## config.mk

```make
export PLATFORM = sky130hd
export DESIGN_NAME = bidir_send_handler
export DESIGN_NICKNAME = d
export VERILOG_FILES = /design/src/rtl/bidir_send_pkg.sv /design/src/rtl/scan_end_reporter.sv /design/src/rtl/bidir_tx_channel.sv /design/src/rtl/bidir_send_handler.sv
export SDC_FILE = /design/constraint.sdc
export NUM_CORES = 1
export LEC_CHECK = 0
export BUFFER_PORTS_ARGS = -buffer_cell sky130_fd_sc_hd__buf_2
export CORE_MARGIN = 3
export CORE_UTILIZATION = 55
export CTS_CLUSTER_DIAMETER = 50
export DETAILED_ROUTE_END_ITERATION = 16
export PLACE_DENSITY = 0.73
export SETUP_SLACK_MARGIN = 0.05
export SLEW_MARGIN = 10
export SYNTH_ARGS = -nofsm -noshare
export SYNTH_HDL_FRONTEND = slang
export SYNTH_SLANG_ARGS = --single-unit
```

## constraint.sdc

```tcl
create_clock -name pclk -period 3.36 [get_ports pclk]
set_clock_uncertainty 0.05 [all_clocks]
set_input_delay 0 -clock pclk [delete_from_list [all_inputs] [get_ports pclk]]
set_output_delay 0 -clock pclk [all_outputs]
set_load 0.01 [all_outputs]
```

## src/rtl/bidir_send_pkg.sv

```systemverilog
package bidir_send_pkg;

	// Clock and the busy time of a channel-setting or init command
	localparam int CLK_NS = 20;
	localparam int CFG_BUSY_NS = 1000;
	localparam int CFG_BUSY_CYC = (CFG_BUSY_NS + CLK_NS - 1) / CLK_NS;
	localparam logic [7:0] CFG_CNT_LOAD = 8'(CFG_BUSY_CYC);

	// Register byte offsets
	localparam logic [11:0] OFF_CMD = 12'h000;
	localparam logic [11:0] OFF_SEND_LEN = 12'h004;
	localparam logic [11:0] OFF_DATA_WR = 12'h008;
	localparam logic [11:0] OFF_CONFIG = 12'h00c;
	localparam logic [11:0] OFF_RESULT1 = 12'h010;
	localparam logic [11:0] OFF_RESULT2 = 12'h014;
	localparam logic [11:0] OFF_COMPLETION = 12'h018;
	localparam logic [11:0] OFF_SCAN_END = 12'h01c;
	localparam logic [11:0] OFF_CPU_ERR = 12'h020;
	localparam logic [11:0] OFF_IRQ_STATUS = 12'h024;
	localparam logic [11:0] OFF_IRQ_CLEAR = 12'h028;
	localparam logic [11:0] OFF_IRQ_ENABLE = 12'h02c;
	localparam logic [11:0] OFF_CMD_RESULT = 12'h030;

	// Field positions
	localparam int CMD_CHAN_LSB = 4;
	localparam int CMD_SIO_LSB = 8;
	localparam int DATA_IDX_LSB = 16;
	localparam int DATA_CH_BIT = 31;

	// Channel selector values in control word zero
	localparam logic [1:0] first_channel = 2'h1;
	localparam logic [1:0] second_channel = 2'h2;

	// Result codes
	localparam logic [15:0] RESULT_NORMAL = 16'h0000;
	localparam logic [15:0] ERR_SIMUL_EXEC = 16'h7ff0;
	localparam logic [15:0] ERR_PROTOCOL = 16'h7ff2;
	localparam logic [15:0] ERR_CHANNEL = 16'h7f10;
	localparam logic [15:0] ERR_LENGTH = 16'h7f11;
	localparam logic [15:0] ERR_LINK = 16'h7f12;

	// Reset values
	localparam logic [15:0] RST_HALF = 16'h0000;
	localparam logic [4:0] RST_IRQ = 5'h00;
	localparam logic [7:0] RST_CNT = 8'h00;

	typedef enum logic [3:0] {
		bidir_send_cmd = 4'h1,
		bidir_receive_cmd = 4'h2,
		channel_setting_cmd = 4'h3,
		interface_init_cmd = 4'h4,
		on_demand_send_cmd = 4'h5,
		nonproc_send_cmd = 4'h6,
		nonproc_receive_cmd = 4'h7,
		user_frame_send_cmd = 4'h8,
		protocol_exec_cmd = 4'h9,
		remote_file_read_cmd = 4'ha,
		remote_file_write_cmd = 4'hb,
		buffer_receive_cmd = 4'hc,
		busy_query_cmd = 4'hd
	} cmd_t;

	typedef enum logic [2:0] {
		TX_IDLE = 3'h0,
		TX_FETCH = 3'h1,
		TX_SEND = 3'h3,
		TX_RELEASE = 3'h2,
		TX_DONE = 3'h6
	} tx_state_t;

endpackage

```

## src/rtl/scan_end_reporter.sv

```systemverilog
`timescale 1ns/1ns
module scan_end_reporter (
	input wire logic pclk,
	input wire logic presetn,
	input wire logic event_in,
	input wire logic event_err,
	input wire logic scan_end,
	output logic done_r,
	output logic abn_r
);

	logic pend_r;
	logic pend_err_r;

	// An event in the scan-end cycle still belongs to this scan
	always_ff @(posedge pclk or negedge presetn) begin
		if (!presetn) begin
			pend_r <= 1'b0;
			pend_err_r <= 1'b0;
			done_r <= 1'b0;
			abn_r <= 1'b0;
		end else if (scan_end) begin
			pend_r <= 1'b0;
			pend_err_r <= 1'b0;
			done_r <= pend_r | event_in; // RL9
			abn_r <= pend_err_r | (event_in & event_err); // RL10
		end else begin
			pend_r <= pend_r | event_in;
			pend_err_r <= pend_err_r | (event_in & event_err);
		end
	end

	AST_DONE_AT_SCAN_END: assert property ( // RL9
		@(posedge pclk) disable iff (!presetn)
		(done_r != $past(done_r)) |-> $past(scan_end))
		else $error("completion bit moved outside scan end");

	AST_DONE_ONE_SCAN: assert property ( // RL9
		@(posedge pclk) disable iff (!presetn)
		(scan_end && done_r && !pend_r && !event_in) |=> !done_r)
		else $error("completion bit held past next scan end");

	AST_ABN_ALIGNED: assert property ( // RL10
		@(posedge pclk) disable iff (!presetn)
		abn_r |-> done_r)
		else $error("abnormal bit without completion bit");

endmodule

```

## src/rtl/bidir_tx_channel.sv

```systemverilog
`timescale 1ns/1ns
module bidir_tx_channel #(
	parameter int DEPTH = 16,
	parameter int AW = 4,
	parameter int W = 16
) (
	input wire logic pclk,
	input wire logic presetn,
	input wire logic wr_en,
	input wire logic [AW-1:0] wr_idx,
	input wire logic [W-1:0] wr_data,
	input wire logic start,
	input wire logic [15:0] len,
	input wire logic byte_units,
	input wire logic link_ack,
	input wire logic link_fault,
	output logic [W-1:0] tx_data_r,
	output logic tx_valid_r,
	output logic busy,
	output logic fin_r,
	output logic fin_err,
	output logic [15:0] fin_code_r
);

	logic [W-1:0] mem [DEPTH];
	bidir_send_pkg::tx_state_t state_r;
	bidir_send_pkg::tx_state_t state_nxt;
	logic [15:0] left_r;
	logic [AW-1:0] rd_idx_r;

	// Byte units round up to whole words
	wire [16:0] len_half = ({1'b0, len} + 17'h00001) >> 1;
	wire [15:0] len_words = byte_units ? len_half[15:0] : len;
	wire len_bad = (len_words == 16'h0000) || (len_words > 16'(DEPTH));

	assign busy = (state_r != bidir_send_pkg::TX_IDLE);
	assign fin_err = (fin_code_r != bidir_send_pkg::RESULT_NORMAL);

	always_ff @(posedge pclk) begin
		if (wr_en) begin
			mem[wr_idx] <= wr_data;
		end
	end

	always_comb begin
		state_nxt = state_r;
		unique case (state_r)
			bidir_send_pkg::TX_IDLE: begin
				if (start) begin
					state_nxt = len_bad ? bidir_send_pkg::TX_DONE :
						bidir_send_pkg::TX_FETCH;
				end
			end
			bidir_send_pkg::TX_FETCH: state_nxt = bidir_send_pkg::TX_SEND;
			bidir_send_pkg::TX_SEND: begin
				if (link_fault) begin
					state_nxt = bidir_send_pkg::TX_DONE;
				end else if (link_ack) begin
					state_nxt = bidir_send_pkg::TX_RELEASE;
				end
			end
			bidir_send_pkg::TX_RELEASE: begin
				if (link_fault || (!link_ack && left_r == 16'h0000)) begin
					state_nxt = bidir_send_pkg::TX_DONE;
				end else if (!link_ack) begin
					state_nxt = bidir_send_pkg::TX_FETCH;
				end
			end
			bidir_send_pkg::TX_DONE: state_nxt = bidir_send_pkg::TX_IDLE;
			default: state_nxt = bidir_send_pkg::TX_IDLE;
		endcase
	end

	// Four-phase word handshake: valid up, ack up, valid down, ack down
	always_ff @(posedge pclk or negedge presetn) begin
		if (!presetn) begin
			state_r <= bidir_send_pkg::TX_IDLE;
			left_r <= bidir_send_pkg::RST_HALF;
			rd_idx_r <= '0;
			tx_data_r <= '0;
			tx_valid_r <= 1'b0;
			fin_r <= 1'b0;
			fin_code_r <= bidir_send_pkg::RESULT_NORMAL;
		end else begin
			state_r <= state_nxt;
			fin_r <= (state_nxt == bidir_send_pkg::TX_DONE);
			if (state_r == bidir_send_pkg::TX_IDLE && start) begin
				left_r <= len_words;
				rd_idx_r <= '0;
				fin_code_r <= len_bad ? bidir_send_pkg::ERR_LENGTH : // RL3
					bidir_send_pkg::RESULT_NORMAL;
			end
			if (state_r == bidir_send_pkg::TX_FETCH) begin
				tx_data_r <= mem[rd_idx_r]; // RL5
				tx_valid_r <= 1'b1;
				left_r <= left_r - 16'h0001;
				rd_idx_r <= rd_idx_r + 1'b1;
			end
			if (state_r == bidir_send_pkg::TX_SEND && (link_ack || link_fault)) begin
				tx_valid_r <= 1'b0;
			end
			if (link_fault && (state_r == bidir_send_pkg::TX_SEND ||
				state_r == bidir_send_pkg::TX_RELEASE)) begin
				fin_code_r <= bidir_send_pkg::ERR_LINK; // RL3
			end
		end
	end

	AST_TX_DATA_STABLE: assert property ( // RL5
		@(posedge pclk) disable iff (!presetn)
		(tx_valid_r && !link_ack && !link_fault) |=>
			(tx_valid_r && tx_data_r == $past(tx_data_r)))
		else $error("send word changed before acknowledge");

	AST_LEN_ERROR: assert property ( // RL3
		@(posedge pclk) disable iff (!presetn)
		(state_r == bidir_send_pkg::TX_IDLE && start && len_bad) |=>
			(fin_r && fin_code_r == bidir_send_pkg::ERR_LENGTH))
		else $error("bad length not reported at once");

endmodule

```

## src/rtl/bidir_send_handler.sv

```systemverilog
`timescale 1ns/1ns
//
// Contract
// [RL1] The requester addresses the module by a start I/O number 00 to FE.
// [RL2] Control word zero picks the channel, 1 for the first, 2 the second.
// [RL3] At completion the result word gets zero or a nonzero error code.
// [RL4] The requester gives a length of one or more, in bytes or words.
// [RL5] The module sends the source data over the selected channel.
// [RL6] A second send on a busy channel is ignored; others run in parallel.
// [RL7] Channel-setting or init colliding with a send fails the later one.
// [RL8] Other-protocol commands on a sending channel report error 7ff2.
// [RL9] Completion bit rises at the finishing scan end, falls at the next.
// [RL10] Abnormal bit stays off on success, pulses with completion on error.
// [RL11] A failed command raises the abnormal bit and stores its error code; only failed sends raise it, not setting/protocol/channel rejects.
// [RL12] An operation error sets the CPU error flag and its code word.
// [RL13] Receive, remote, buffer and busy-query commands run alongside.
// [RL14] Arbitration state is kept apart for each of the two channels.
module bidir_send_handler #(
	parameter logic [7:0] MODULE_START_IO = 8'h00,
	parameter int DEPTH = 16,
	parameter int AW = 4
) (
	input wire logic pclk,
	input wire logic presetn,
	input wire logic psel,
	input wire logic penable,
	input wire logic pwrite,
	input wire logic [11:0] paddr,
	input wire logic [31:0] pwdata,
	output logic [31:0] prdata,
	output logic pready,
	output logic pslverr,
	output logic [1:0][15:0] tx_data,
	output logic [1:0] tx_valid,
	input wire logic [1:0] tx_ack,
	input wire logic [1:0] tx_fault,
	output logic [1:0] done_bit,
	output logic [1:0] abnormal_bit,
	output logic cpu_error_flag,
	output logic [15:0] cpu_error_code_word,
	output logic irq
);

	logic [31:0] prdata_r;
	logic pready_r;
	logic pslverr_r;
	logic [15:0] send_len_r;
	logic byte_units_r;
	logic [1:0][15:0] result_r;
	logic [1:0][7:0] cfg_cnt_r;
	logic [15:0] cmd_result_r;
	logic cpu_err_flag_r;
	logic [15:0] cpu_err_code_r;
	logic [4:0] irq_st_r;
	logic [4:0] irq_en_r;
	logic irq_r;
	logic [1:0] ack_m_r;
	logic [1:0] ack_s_r;
	logic [1:0] flt_m_r;
	logic [1:0] flt_s_r;

	// APB decode
	wire acc = psel & penable;
	wire xfer = acc & pready_r;
	wire a_cmd = (paddr == bidir_send_pkg::OFF_CMD);
	wire a_len = (paddr == bidir_send_pkg::OFF_SEND_LEN);
	wire a_data = (paddr == bidir_send_pkg::OFF_DATA_WR);
	wire a_cfg = (paddr == bidir_send_pkg::OFF_CONFIG);
	wire a_res1 = (paddr == bidir_send_pkg::OFF_RESULT1);
	wire a_res2 = (paddr == bidir_send_pkg::OFF_RESULT2);
	wire a_comp = (paddr == bidir_send_pkg::OFF_COMPLETION);
	wire a_scan = (paddr == bidir_send_pkg::OFF_SCAN_END);
	wire a_cpu = (paddr == bidir_send_pkg::OFF_CPU_ERR);
	wire a_ist = (paddr == bidir_send_pkg::OFF_IRQ_STATUS);
	wire a_iclr = (paddr == bidir_send_pkg::OFF_IRQ_CLEAR);
	wire a_ien = (paddr == bidir_send_pkg::OFF_IRQ_ENABLE);
	wire a_cres = (paddr == bidir_send_pkg::OFF_CMD_RESULT);
	wire hit = a_cmd | a_len | a_data | a_cfg | a_res1 | a_res2 | a_comp |
		a_scan | a_cpu | a_ist | a_iclr | a_ien | a_cres;
	wire wr = xfer & pwrite & hit;
	wire scan_end = wr & a_scan;

	wire [1:0] send_busy;
	wire [1:0] fin;
	wire [1:0] fin_err;
	wire [1:0][15:0] fin_code;
	wire [1:0] rep_done;
	wire [1:0] rep_abn;

	wire [31:0] rd_val =
		a_len ? {16'h0000, send_len_r} :
		a_cfg ? {31'h00000000, byte_units_r} :
		a_res1 ? {16'h0000, result_r[0]} :
		a_res2 ? {16'h0000, result_r[1]} :
		a_comp ? {26'h0000000, send_busy, rep_abn, rep_done} :
		a_cpu ? {15'h0000, cpu_err_flag_r, cpu_err_code_r} :
		a_ist ? {27'h0000000, irq_st_r} :
		a_ien ? {27'h0000000, irq_en_r} :
		a_cres ? {16'h0000, cmd_result_r} : 32'h00000000;

	// Command decode
	wire [3:0] cmd_code = pwdata[3:0];
	wire [1:0] cmd_chan = pwdata[bidir_send_pkg::CMD_CHAN_LSB +: 2];
	wire for_me = (pwdata[bidir_send_pkg::CMD_SIO_LSB +: 8] ==
		MODULE_START_IO); // RL1
	wire issue = wr & a_cmd & for_me;
	wire chan_ok = (cmd_chan == bidir_send_pkg::first_channel) |
		(cmd_chan == bidir_send_pkg::second_channel); // RL2
	wire chan_bad = issue & !chan_ok;
	wire is_send = (cmd_code == bidir_send_pkg::bidir_send_cmd);
	wire is_cfg = (cmd_code == bidir_send_pkg::channel_setting_cmd) |
		(cmd_code == bidir_send_pkg::interface_init_cmd);
	wire is_proto = (cmd_code == bidir_send_pkg::on_demand_send_cmd) |
		(cmd_code == bidir_send_pkg::nonproc_send_cmd) |
		(cmd_code == bidir_send_pkg::nonproc_receive_cmd) |
		(cmd_code == bidir_send_pkg::user_frame_send_cmd) |
		(cmd_code == bidir_send_pkg::protocol_exec_cmd);
	// Receive, remote, buffer and busy query fall through as accepted

	wire [1:0] sel;
	wire [1:0] cfg_busy;
	wire [1:0] start;
	wire [1:0] rej_send;
	wire [1:0] cfg_rej;
	wire [1:0] cfg_load;
	wire [1:0] proto_rej;
	wire [1:0] ev;
	wire [1:0] ev_err;
	wire [1:0] wr_en;

	assign sel[0] = issue & (cmd_chan == bidir_send_pkg::first_channel);
	assign sel[1] = issue & (cmd_chan == bidir_send_pkg::second_channel);

	genvar c;
	generate
		for (c = 0; c < 2; c++) begin : g_ch
			assign cfg_busy[c] = (cfg_cnt_r[c] != bidir_send_pkg::RST_CNT);
			assign start[c] = sel[c] & is_send & !send_busy[c] &
				!cfg_busy[c]; // RL6 RL14
			assign rej_send[c] = sel[c] & is_send & !send_busy[c] &
				cfg_busy[c]; // RL7
			assign cfg_rej[c] = sel[c] & is_cfg & send_busy[c]; // RL7
			assign cfg_load[c] = sel[c] & is_cfg & !send_busy[c];
			assign proto_rej[c] = sel[c] & is_proto & send_busy[c]; // RL8
			assign ev[c] = fin[c] | rej_send[c];
			assign ev_err[c] = (fin[c] & fin_err[c]) | rej_send[c]; // RL11
			assign wr_en[c] = wr & a_data &
				(pwdata[bidir_send_pkg::DATA_CH_BIT] == 1'(c));

			bidir_tx_channel #(
				.DEPTH(DEPTH),
				.AW(AW),
				.W(16)
			) u_tx (
				.pclk(pclk),
				.presetn(presetn),
				.wr_en(wr_en[c]),
				.wr_idx(pwdata[bidir_send_pkg::DATA_IDX_LSB +: AW]),
				.wr_data(pwdata[15:0]),
				.start(start[c]),
				.len(send_len_r), // RL4
				.byte_units(byte_units_r),
				.link_ack(ack_s_r[c]),
				.link_fault(flt_s_r[c]),
				.tx_data_r(tx_data[c]),
				.tx_valid_r(tx_valid[c]),
				.busy(send_busy[c]),
				.fin_r(fin[c]),
				.fin_err(fin_err[c]),
				.fin_code_r(fin_code[c])
			);

			scan_end_reporter u_rep (
				.pclk(pclk),
				.presetn(presetn),
				.event_in(ev[c]),
				.event_err(ev_err[c]),
				.scan_end(scan_end),
				.done_r(rep_done[c]),
				.abn_r(rep_abn[c])
			);

			AST_BUSY_IGNORED: assert property ( // RL6
				@(posedge pclk) disable iff (!presetn)
				(sel[c] && is_send && send_busy[c]) |=>
					(result_r[c] == $past(result_r[c]) || $past(fin[c])))
				else $error("send on busy channel was not ignored");

			AST_SEND_AFTER_CFG: assert property ( // RL7
				@(posedge pclk) disable iff (!presetn)
				rej_send[c] |=>
					(result_r[c] == bidir_send_pkg::ERR_SIMUL_EXEC))
				else $error("send after setting did not fail with 7ff0");

			AST_CFG_AFTER_SEND: assert property ( // RL7
				@(posedge pclk) disable iff (!presetn)
				cfg_rej[c] |=> (cpu_err_flag_r &&
					cmd_result_r == bidir_send_pkg::ERR_SIMUL_EXEC))
				else $error("setting after send did not fail with 7ff0");

			AST_PROTO_CLASH: assert property ( // RL8
				@(posedge pclk) disable iff (!presetn)
				proto_rej[c] |=>
					(cmd_result_r == bidir_send_pkg::ERR_PROTOCOL))
				else $error("protocol clash did not report 7ff2");
		end
	endgenerate

	wire cmd_err = chan_bad | (|cfg_rej) | (|proto_rej) | (|rej_send);
	wire [15:0] cmd_err_code =
		chan_bad ? bidir_send_pkg::ERR_CHANNEL :
		(|proto_rej) ? bidir_send_pkg::ERR_PROTOCOL :
		bidir_send_pkg::ERR_SIMUL_EXEC;
	wire [4:0] irq_set = {cmd_err, ev_err, ev};
	wire [4:0] irq_clr = (wr & a_iclr) ? pwdata[4:0] : 5'h00;
	wire [4:0] irq_st_nxt = (irq_st_r & ~irq_clr) | irq_set;

	// Link pins pass two flip-flops first
	always_ff @(posedge pclk or negedge presetn) begin
		if (!presetn) begin
			ack_m_r <= 2'h0;
			ack_s_r <= 2'h0;
			flt_m_r <= 2'h0;
			flt_s_r <= 2'h0;
		end else begin
			ack_m_r <= tx_ack;
			ack_s_r <= ack_m_r;
			flt_m_r <= tx_fault;
			flt_s_r <= flt_m_r;
		end
	end

	// Slave answers in the second access cycle
	always_ff @(posedge pclk or negedge presetn) begin
		if (!presetn) begin
			pready_r <= 1'b0;
			prdata_r <= 32'h00000000;
			pslverr_r <= 1'b0;
		end else begin
			pready_r <= acc & !pready_r;
			prdata_r <= (acc & !pready_r & !pwrite) ? rd_val : 32'h00000000;
			pslverr_r <= acc & !pready_r & !hit;
		end
	end

	always_ff @(posedge pclk or negedge presetn) begin
		if (!presetn) begin
			send_len_r <= bidir_send_pkg::RST_HALF;
			byte_units_r <= 1'b0;
			irq_en_r <= bidir_send_pkg::RST_IRQ;
		end else if (wr) begin
			if (a_len) send_len_r <= pwdata[15:0];
			if (a_cfg) byte_units_r <= pwdata[0];
			if (a_ien) irq_en_r <= pwdata[4:0];
		end
	end

	always_ff @(posedge pclk or negedge presetn) begin
		if (!presetn) begin
			result_r <= '0;
			cfg_cnt_r <= '0;
		end else begin
			for (int i = 0; i < 2; i++) begin
				if (ev[i]) begin
					result_r[i] <= rej_send[i] ? bidir_send_pkg::ERR_SIMUL_EXEC :
						fin_code[i]; // RL3 RL11
				end else if (wr & (i == 0 ? a_res1 : a_res2)) begin
					result_r[i] <= pwdata[15:0];
				end
				if (cfg_load[i]) begin
					cfg_cnt_r[i] <= bidir_send_pkg::CFG_CNT_LOAD;
				end else if (cfg_busy[i]) begin
					cfg_cnt_r[i] <= cfg_cnt_r[i] - 8'h01;
				end
			end
		end
	end

	// Error flag: a new error wins over a software clear
	always_ff @(posedge pclk or negedge presetn) begin
		if (!presetn) begin
			cmd_result_r <= bidir_send_pkg::RESULT_NORMAL;
			cpu_err_flag_r <= 1'b0;
			cpu_err_code_r <= bidir_send_pkg::RESULT_NORMAL;
		end else begin
			if (issue) begin
				cmd_result_r <= cmd_err ? cmd_err_code :
					bidir_send_pkg::RESULT_NORMAL; // RL13
			end
			if (cmd_err) begin
				cpu_err_flag_r <= 1'b1; // RL12
				cpu_err_code_r <= cmd_err_code; // RL12
			end else if (wr & a_cpu) begin
				cpu_err_flag_r <= 1'b0;
			end
		end
	end

	always_ff @(posedge pclk or negedge presetn) begin
		if (!presetn) begin
			irq_st_r <= bidir_send_pkg::RST_IRQ;
			irq_r <= 1'b0;
		end else begin
			irq_st_r <= irq_st_nxt;
			irq_r <= |(irq_st_nxt & irq_en_r);
		end
	end

	AST_APB_ANSWER: assert property (
		@(posedge pclk) disable iff (!presetn)
		(acc && !pready_r) |=> (pready_r ##1 !pready_r))
		else $error("slave did not answer in the second access cycle");

	AST_CPU_ERR: assert property ( // RL12
		@(posedge pclk) disable iff (!presetn)
		chan_bad |=> (cpu_err_flag_r &&
			cpu_err_code_r == bidir_send_pkg::ERR_CHANNEL))
		else $error("operation error not flagged to processor");

	assign prdata = prdata_r;
	assign pready = pready_r;
	assign pslverr = pslverr_r;
	assign done_bit = rep_done;
	assign abnormal_bit = rep_abn;
	assign cpu_error_flag = cpu_err_flag_r;
	assign cpu_error_code_word = cpu_err_code_r;
	assign irq = irq_r;

endmodule

```

# ---- Yosys cells after proc, flatten, opt, wreduce, memory -nomap -nowiden
# Memory sizes are Yosys's and may differ from the RTL's. A register that Yosys moved wholly into a read port is not among the register bits.
# Cells that the tools add are included.
dict set report totals {
  ff_bits 226
  latch_bits 0
  mem_bits_rw 512
  rom_bits 0
  input_bits 53
  out_inout_bits 90
  wordCells 278
  memories 2
}
# memory depth width read_ports rd_ports_with_merged_regs write_ports line
set memory_table {}
lappend memory_table {{g_ch[0].u_tx.mem} 16 16 1 1 1 bidir_tx_channel.sv:25} ;# logic [W-1:0] mem [DEPTH];
lappend memory_table {{g_ch[1].u_tx.mem} 16 16 1 1 1 bidir_tx_channel.sv:25}
dict set report classes {
  add_sub_neg 7
  n_mul 0
  div_mod_pow 0
  n_lt_le_gt_ge 1
  eq_ne 30
  shifts 0
  mux 65
  n_bitwise 76
  reduce_logical 58
}
# op n
set op_table {}
lappend op_table {{$mux 16} 18}
lappend op_table {{$mux 17} 7}
lappend op_table {{$eq 12x6->1 const B} 5}
lappend op_table {{$eq 12x5->1 const B} 4}
lappend op_table {{$logic_not 16->1} 3}
lappend op_table {{$and 1x1->1} 42}
lappend op_table {{$mux 8} 5}
lappend op_table {{$mux 3} 11}
lappend op_table {{$reduce_bool 16->1} 2}
lappend op_table {{$sub 16x1->16 const B} 2}
lappend op_table {{$mux 15} 2}
lappend op_table {{$or 1x1->1} 29}
lappend op_table {{$eq 12x4->1 const B} 2}
lappend op_table {{$pmux 3 s4} 2}
lappend op_table {{$reduce_bool 2->1} 11}
lappend op_table {{$add 16x1->17 const B} 1}
lappend op_table {{$eq 4x3->1 const B} 4}
lappend op_table {{$gt 16x5->1 const B} 1}
lappend op_table {{$mux 4} 4}
lappend op_table {{$reduce_bool 8->1} 2}
lappend op_table {{$sub 8x1->8 const B} 2}
lappend op_table {{$mux 1} 14}
lappend op_table {{$eq 12x3->1 const B} 1}
lappend op_table {{$eq 3x2->1 const B} 4}
lappend op_table {{other kinds (24)} 59}

# ---- Logic depth before layout (Yosys ltp)
dict set report depth {
  ltp_word 26
  ltp_mapped 11
}

# ---- Modules after synthesis
# From an unflattened synthesis, not the netlist that was laid out.
dict set report hier_totals {
  hier_cells 2208
  area_unflattened_um2 31372.6
}
# module instances cells_each area_per_inst_um2
set by_module_without_submodules {}
lappend by_module_without_submodules {{bidir_tx_channel (g_ch[1].u_tx)} 1 808 12514.5}
lappend by_module_without_submodules {{bidir_tx_channel (g_ch[0].u_tx)} 1 794 12470.7}
lappend by_module_without_submodules {bidir_send_handler 1 582 6119.6}
lappend by_module_without_submodules {scan_end_reporter 2 12 133.9}

# ---- Worst setup path after synthesis
# No wires, ideal clock.
dict set report synth_timing {
  kind {reg-to-reg}
  from {register pready_r (netlist: pready)}
  to {memory g_ch[0].u_tx.mem[12][0] (enable)}
  arrival_ns 2.043
  required_ns 2.922
  path_slack_ns 0.879
  path_stages_with_launch 7
  synth_period_minus_slack_ns 2.481
  cell_sequence {dfrtp_1 > nand4_1 > nor2_1 > nand2_1 > nor2_1 > nand3_1 > nor2_1}
}
dict set report synth_via {
  elab_chain_len 7
}
# element line
set synth_rtl {}
lappend synth_rtl {{start, declared} bidir_send_handler.sv:45} ;# logic pready_r;
lappend synth_rtl {{start signal, assigned} bidir_send_handler.sv:240} ;# pready_r <= acc & !pready_r;
lappend synth_rtl {{$and 1x1->1} bidir_send_handler.sv:64} ;# wire xfer = acc & pready_r;
lappend synth_rtl {{$and 1x1->1 (2 in a row)} bidir_send_handler.sv:80} ;# wire wr = xfer & pwrite & hit;
lappend synth_rtl {{$and 1x1->1 (2 in a row)} bidir_send_handler.sv:147} ;# assign wr_en[c] = wr & a_data &
lappend synth_rtl {{$mux 1} bidir_tx_channel.sv:40} ;# if (wr_en) begin
lappend synth_rtl {{$mux 1 (implied by the code)} bidir_tx_channel.sv:41} ;# mem[wr_idx] <= wr_data;
lappend synth_rtl {{end, declared} bidir_tx_channel.sv:25}
# No other way between the ends.

# ---- Worst setup path after layout
dict set report layout_timing {
  from {input port paddr[6]}
  to {register irq_r (netlist: irq)}
}
dict set report layout_via {
  elab_chain_len 26
  word_cells_on_any_way 62
  cone_classes {eq/ne: 12; mux: 1; bitwise: 44; reduce/logical: 5}
}
# element line
set layout_rtl {}
lappend layout_rtl {{start, declared} bidir_send_handler.sv:28} ;# input wire logic [11:0] paddr,
lappend layout_rtl {{$eq 12x3->1 / $logic_not 12->1 (equally long branches)} {bidir_send_handler.sv:66, bidir_send_handler.sv:65}}
lappend layout_rtl {{$or 1x1->1 (7 in a row)} bidir_send_handler.sv:78} ;# wire hit = a_cmd | a_len | a_data | a_cfg | a_res1 | a_res2 | a_comp |
lappend layout_rtl {{$or 1x1->1 (5 in a row)} bidir_send_handler.sv:79} ;# a_scan | a_cpu | a_ist | a_iclr | a_ien | a_cres;
lappend layout_rtl {{$and 1x1->1} bidir_send_handler.sv:80}
lappend layout_rtl {{$and 1x1->1 (2 in a row)} bidir_send_handler.sv:106} ;# wire issue = wr & a_cmd & for_me;
lappend layout_rtl {{$and 1x1->1 (on tied branches)} {bidir_send_handler.sv:131, bidir_send_handler.sv:132}}
lappend layout_rtl {{$and 1x1->1 (2 in a row)} bidir_send_handler.sv:142} ;# assign cfg_rej[c] = sel[c] & is_cfg & send_busy[c];
lappend layout_rtl {{$reduce_or 2->1} bidir_send_handler.sv:209} ;# wire cmd_err = chan_bad | (|cfg_rej) | (|proto_rej) | (|rej_send);
lappend layout_rtl {{$or 1x1->1 (3 in a row)} bidir_send_handler.sv:209}
lappend layout_rtl {{$or 5x5->5 (*)} bidir_send_handler.sv:216} ;# wire [4:0] irq_st_nxt = (irq_st_r & ~irq_clr) | irq_set;
lappend layout_rtl {{via irq_st_nxt[4]} bidir_send_handler.sv:216}
lappend layout_rtl {{$and 5x5->5 (*)} bidir_send_handler.sv:305} ;# irq_r <= |(irq_st_nxt & irq_en_r);
lappend layout_rtl {{$reduce_or 5->1 (*)} bidir_send_handler.sv:305}
lappend layout_rtl {{end signal, assigned} bidir_send_handler.sv:305}
lappend layout_rtl {{end, declared} bidir_send_handler.sv:56} ;# logic irq_r;
# The timed path passes the listed nets; every way through them passes the cells marked *.
# A chain may end at the register's enable or synchronous reset.

==> reports/metrics.yaml <==
io_pins: 143
wl_met1_um: 30000
wire_per_inst_um: 24.6
status: "finished, violations left"
p_leak_nw: 12.5
finalHoldWorstSlack_ns: -0.0300
top_signal_layer_used: "met5"
cts_post_setup_buffers_inserted: 0
fmaxAchievable_mhz: 311
yosysUniqueCellTypes: 81
worst_hold_path_type: "primary input to asynchronous set/reset pin"
totalWireLength_um: 74500
synthTopCellsByArea: "edfxtp_1 51%, dfrtp_1 17%, mux2i_1 5.0%, mux4_2 4.8%, o221ai_1 2.9%"
grt_first_pass_wirelength_um: 114000
critical_path.cell_chain: "dlygate4sd3_1 -> buf_2 -> nor4_4 -> dlygate4sd3_1 -> nand4b_1 -> dlygate4sd3_1 -> o41ai_2 -> dlygate4sd3_1 -> nand2_1 -> a22oi_1 -> nand2_1"
post_synth_instance_area_um2: 30200
final.period_utilization_pct: 95.7
endpoint_of_the_lowest_slack_register_to_register_path: "result_r[23]"
timing.critical_path.from: "paddr[6]"
critPathKind: "primary input to flip-flop"
type_of_destination_of_the_critical_path: "flip-flop"
cts-buffers-inserted: 75
clock-root-buffer: "clkbuf_16"
finalNonFillerCells: 3034
power.share.sequential_pct: 43.2
nets_finish: 2340
grt_use_total_pct: 26.3
ys_ff_latch: 718
timing.critical_path.depth: 11
cp_slowest_cell: "dlygate4sd3_1"
min_period_ns: 3.22
io_buffer_count: 112
cpMostUsedCell: "dlygate4sd3_1"
layout-drive-gt1-share_pct: 19.7
number_of_global_route_vias_before_repair: 18901
hpwl_after_detailed_placement_um: 47200
num_vias: 19096
pwr_total_mw: 23.8
area_growth_syn_to_layout_pct: 14.6
finalHoldViolations: 14
die_area_um2: 57800
synth.yosys.seq_area_share_pct: 68.0
grt_setup_unrepaired: "true"
max-slew-margin-rel_pct: 31.4
core_area_um2: 54000
post_synth.cell_area_avg_um2: 14.4
synth_flop_cell: "edfxtp_1"
max_cap_viol_count: 0
worst_path_fanout_max: 4
grt_start_max_net_pins: 107
cp_data_arrival_time_ns: 3.65
worst-path-buf-inv: 5
tightestPinTransition_ns: 1.02
chipHeight_um: 240
drt.antenna.violating_nets: 0
worst_r2r_path_depth: 7
switching_power_mw: 6.95
clock_tree.htree_level_count: 3
crit-reg2reg-launch: "pready"
synth_warnings: 0
placedCellCount: 2856
antenna_found_initial: 3
sw_frac_of_total_pct: 29.2
ys_async_sr_fraction_pct: 28.7
worst_setup_path_endpoint: "irq"
initial_core_util_pct: 55.9
dr_wl_met3_um: 6680
drt_first_iter_violations: 2193
fill_cells: 3784
ir_drop_mv: 0.625
place_congestion: 0.914
grt_remaining_overflow: 0
maxSlewViolCount: 0
r2r_slack_ns: 0.22
synth.top_cell.area_share_pct: 50.9
finalSetupViolations: 0
drt_pre_antenna_iters: 5
final.setup.tns_ns: 0
netlist_instances: 2091
number_of_placement_rows: 85
drc: 0
route.detailed.vias_per_inst: 6.29
combinational_cell_fraction_of_total_power_pct: 22.0
synth_most_common_cell: "edfxtp_1"
cts-root-to-sink-buffers: 3
clk_latency_ns: 0.62
finish.utilization_pct: 64.1
pwr_density_cell_nw_per_um2: 688
yosys.area.top_type: "edfxtp_1"
floorplan.die.width_um: 240
critical-path-top-delay-family: "buffers and inverters"
cts.reportedPaths.clkPinSlew_ns: 0.05
detailroute.wirelength.met2_um: 35500
synth_enable_flop_cells: 512
failed_checks: "negative hold slack"
cts_sinks: 718
internal-power_mw: 16.9
clock_power_share_pct: 34.8
tritoncts_clock_tree: "yes"
synth.top_cells.by_count: "512 x edfxtp_1, 222 x nand2_1, 206 x dfrtp_1"
cp.required_ns: 3.79
critPathLaunchType: "primary input"
cpPeakStageDelay_ns: 0.68
==> registers in the layout (all words and copies together) (netlist names), 3 cells and up <==
register,flops
g_ch.u_tx.mem,512
cfg_cnt_r,16
g_ch.u_tx.tx_data_r,32
send_len_r,16
cpu_error_code_word,3
irq_en_r,5
result_r,32
g_ch.u_tx.left_r,32
prdata,17
cmd_result_r,3
g_ch.u_tx.state_r,6
g_ch.u_tx.rd_idx_r,8
irq_st_r,5
g_ch.u_tx.fin_code_r,6
==> cells in the final DEF, fill, tap and decap left out, types with 10 or more instances in the layout <==
master / count
edfxtp_1: 512
nand2_1: 222
dfrtp_1: 204
mux2i_1: 152
o21ai_0: 118
nor2_1: 116
buf_2: 111
o221ai_1: 101
buf_4: 89
clkbuf_16: 76
mux4_2: 64
a21oi_1: 61
dlygate4sd3_1: 41
mux2_2: 40
nand3_1: 38
nor3_1: 28
inv_1: 21
conb_1: 19
nor4_1: 16
clkbuf_1: 16
or3_1: 14
nand4_1: 13
a22oi_1: 13
nand2b_1: 12
nor2b_1: 11
o211ai_1: 11
clkinv_2: 11
clkbuf_8: 10
==> metrics by stage <==
| step | setup WS [ns] | hold WS (ns) | instance area (um2) |
|---|---|---|---|
| CTS | 0.219 | 0.00496 | 34600 |
| detailed placement | 0.387 | 0.0597 | 31700 |
| floorplan | 0.879 | -0.346 | 30300 |
| finish | 0.144 | -0.0300 | 34600 |
| global route | 0.0477 | 0.0587 | 34600 |
| global placement | 0.493 | 0.0582 | 31700 |
==> metal layers <==
metal | GRT usage (%) | vias up
li1 | - | 8400
met1 | 37.5 | 9637
met5 | 0 | -
met3 | 4.51 | 139
met2 | 41.3 | 914
met4 | 9.96 | 6
==> final cells by class <==
cell class	count	area (um2)	share of cell area, %
sequential	718	20500	59.3
multi-input combinational	1213	8900	25.7
clock buffer	102	2100	6.06
timing repair buffer	247	1750	5.05
tap	696	871	2.51
clock inverter	34	375	1.08
inverter	23	86.3	0.249
antenna	1	2.50	0.00723
==> worst min-delay path by stage <==
| stage | start | end |
|---|---|---|
| final | presetn | cfg_cnt_r[11] |
| after global routing | paddr[9] | g_ch[1].u_rep.pend_err_r |
| after CTS | paddr[1] | g_ch[1].u_rep.pend_err_r |
| after detailed placement | tx_fault[0] | flt_m_r[0] |
| after global placement | tx_fault[0] | flt_m_r[0] |
| after floorplan | presetn | ack_m_r[0] |
==> power by group through the flow <==
stage	logic [mW]	registers (mW)	clock network [mW]
floorplan	3.52	10.3	0
global placement	5.03	10.5	0
detailed placement	5.15	10.5	0
CTS	5.21	10.3	8.40
global route	5.63	10.4	8.77
finish	5.23	10.3	8.29
==> worst register-to-register path: stages (launching register included) <==
cell and delay (ns):
dfrtp_1 0.39, nand4_1 0.11, dlygate4sd3_1 0.57, buf_4 0.19
or4_1 0.67, nor2_1 0.31, nand3_1 0.50, o21ai_0 0.25
==> cell families after synthesis <==
group                      after synthesis  share of synthesized area (%)
DFF                                    718                           68.0
AOI/OAI and AO/OA                      370                           8.31
other                                    1                         0.0124
xor gates and xnor gates                13                          0.377
adders and majority gates                9                          0.373
muxes                                  259                           11.4
buffers and inverters                  178                           2.80
and+or+nand+nor                        543                           8.71
==> what timing repair did <==
item / CTS / global route
setup endpoints to repair: 0 / 17
hold buffers: 41 / 0
endpoints found under the hold margin: 538 / 0
resized for setup: 0 / 2
Power figures use the tool's default switching activity.
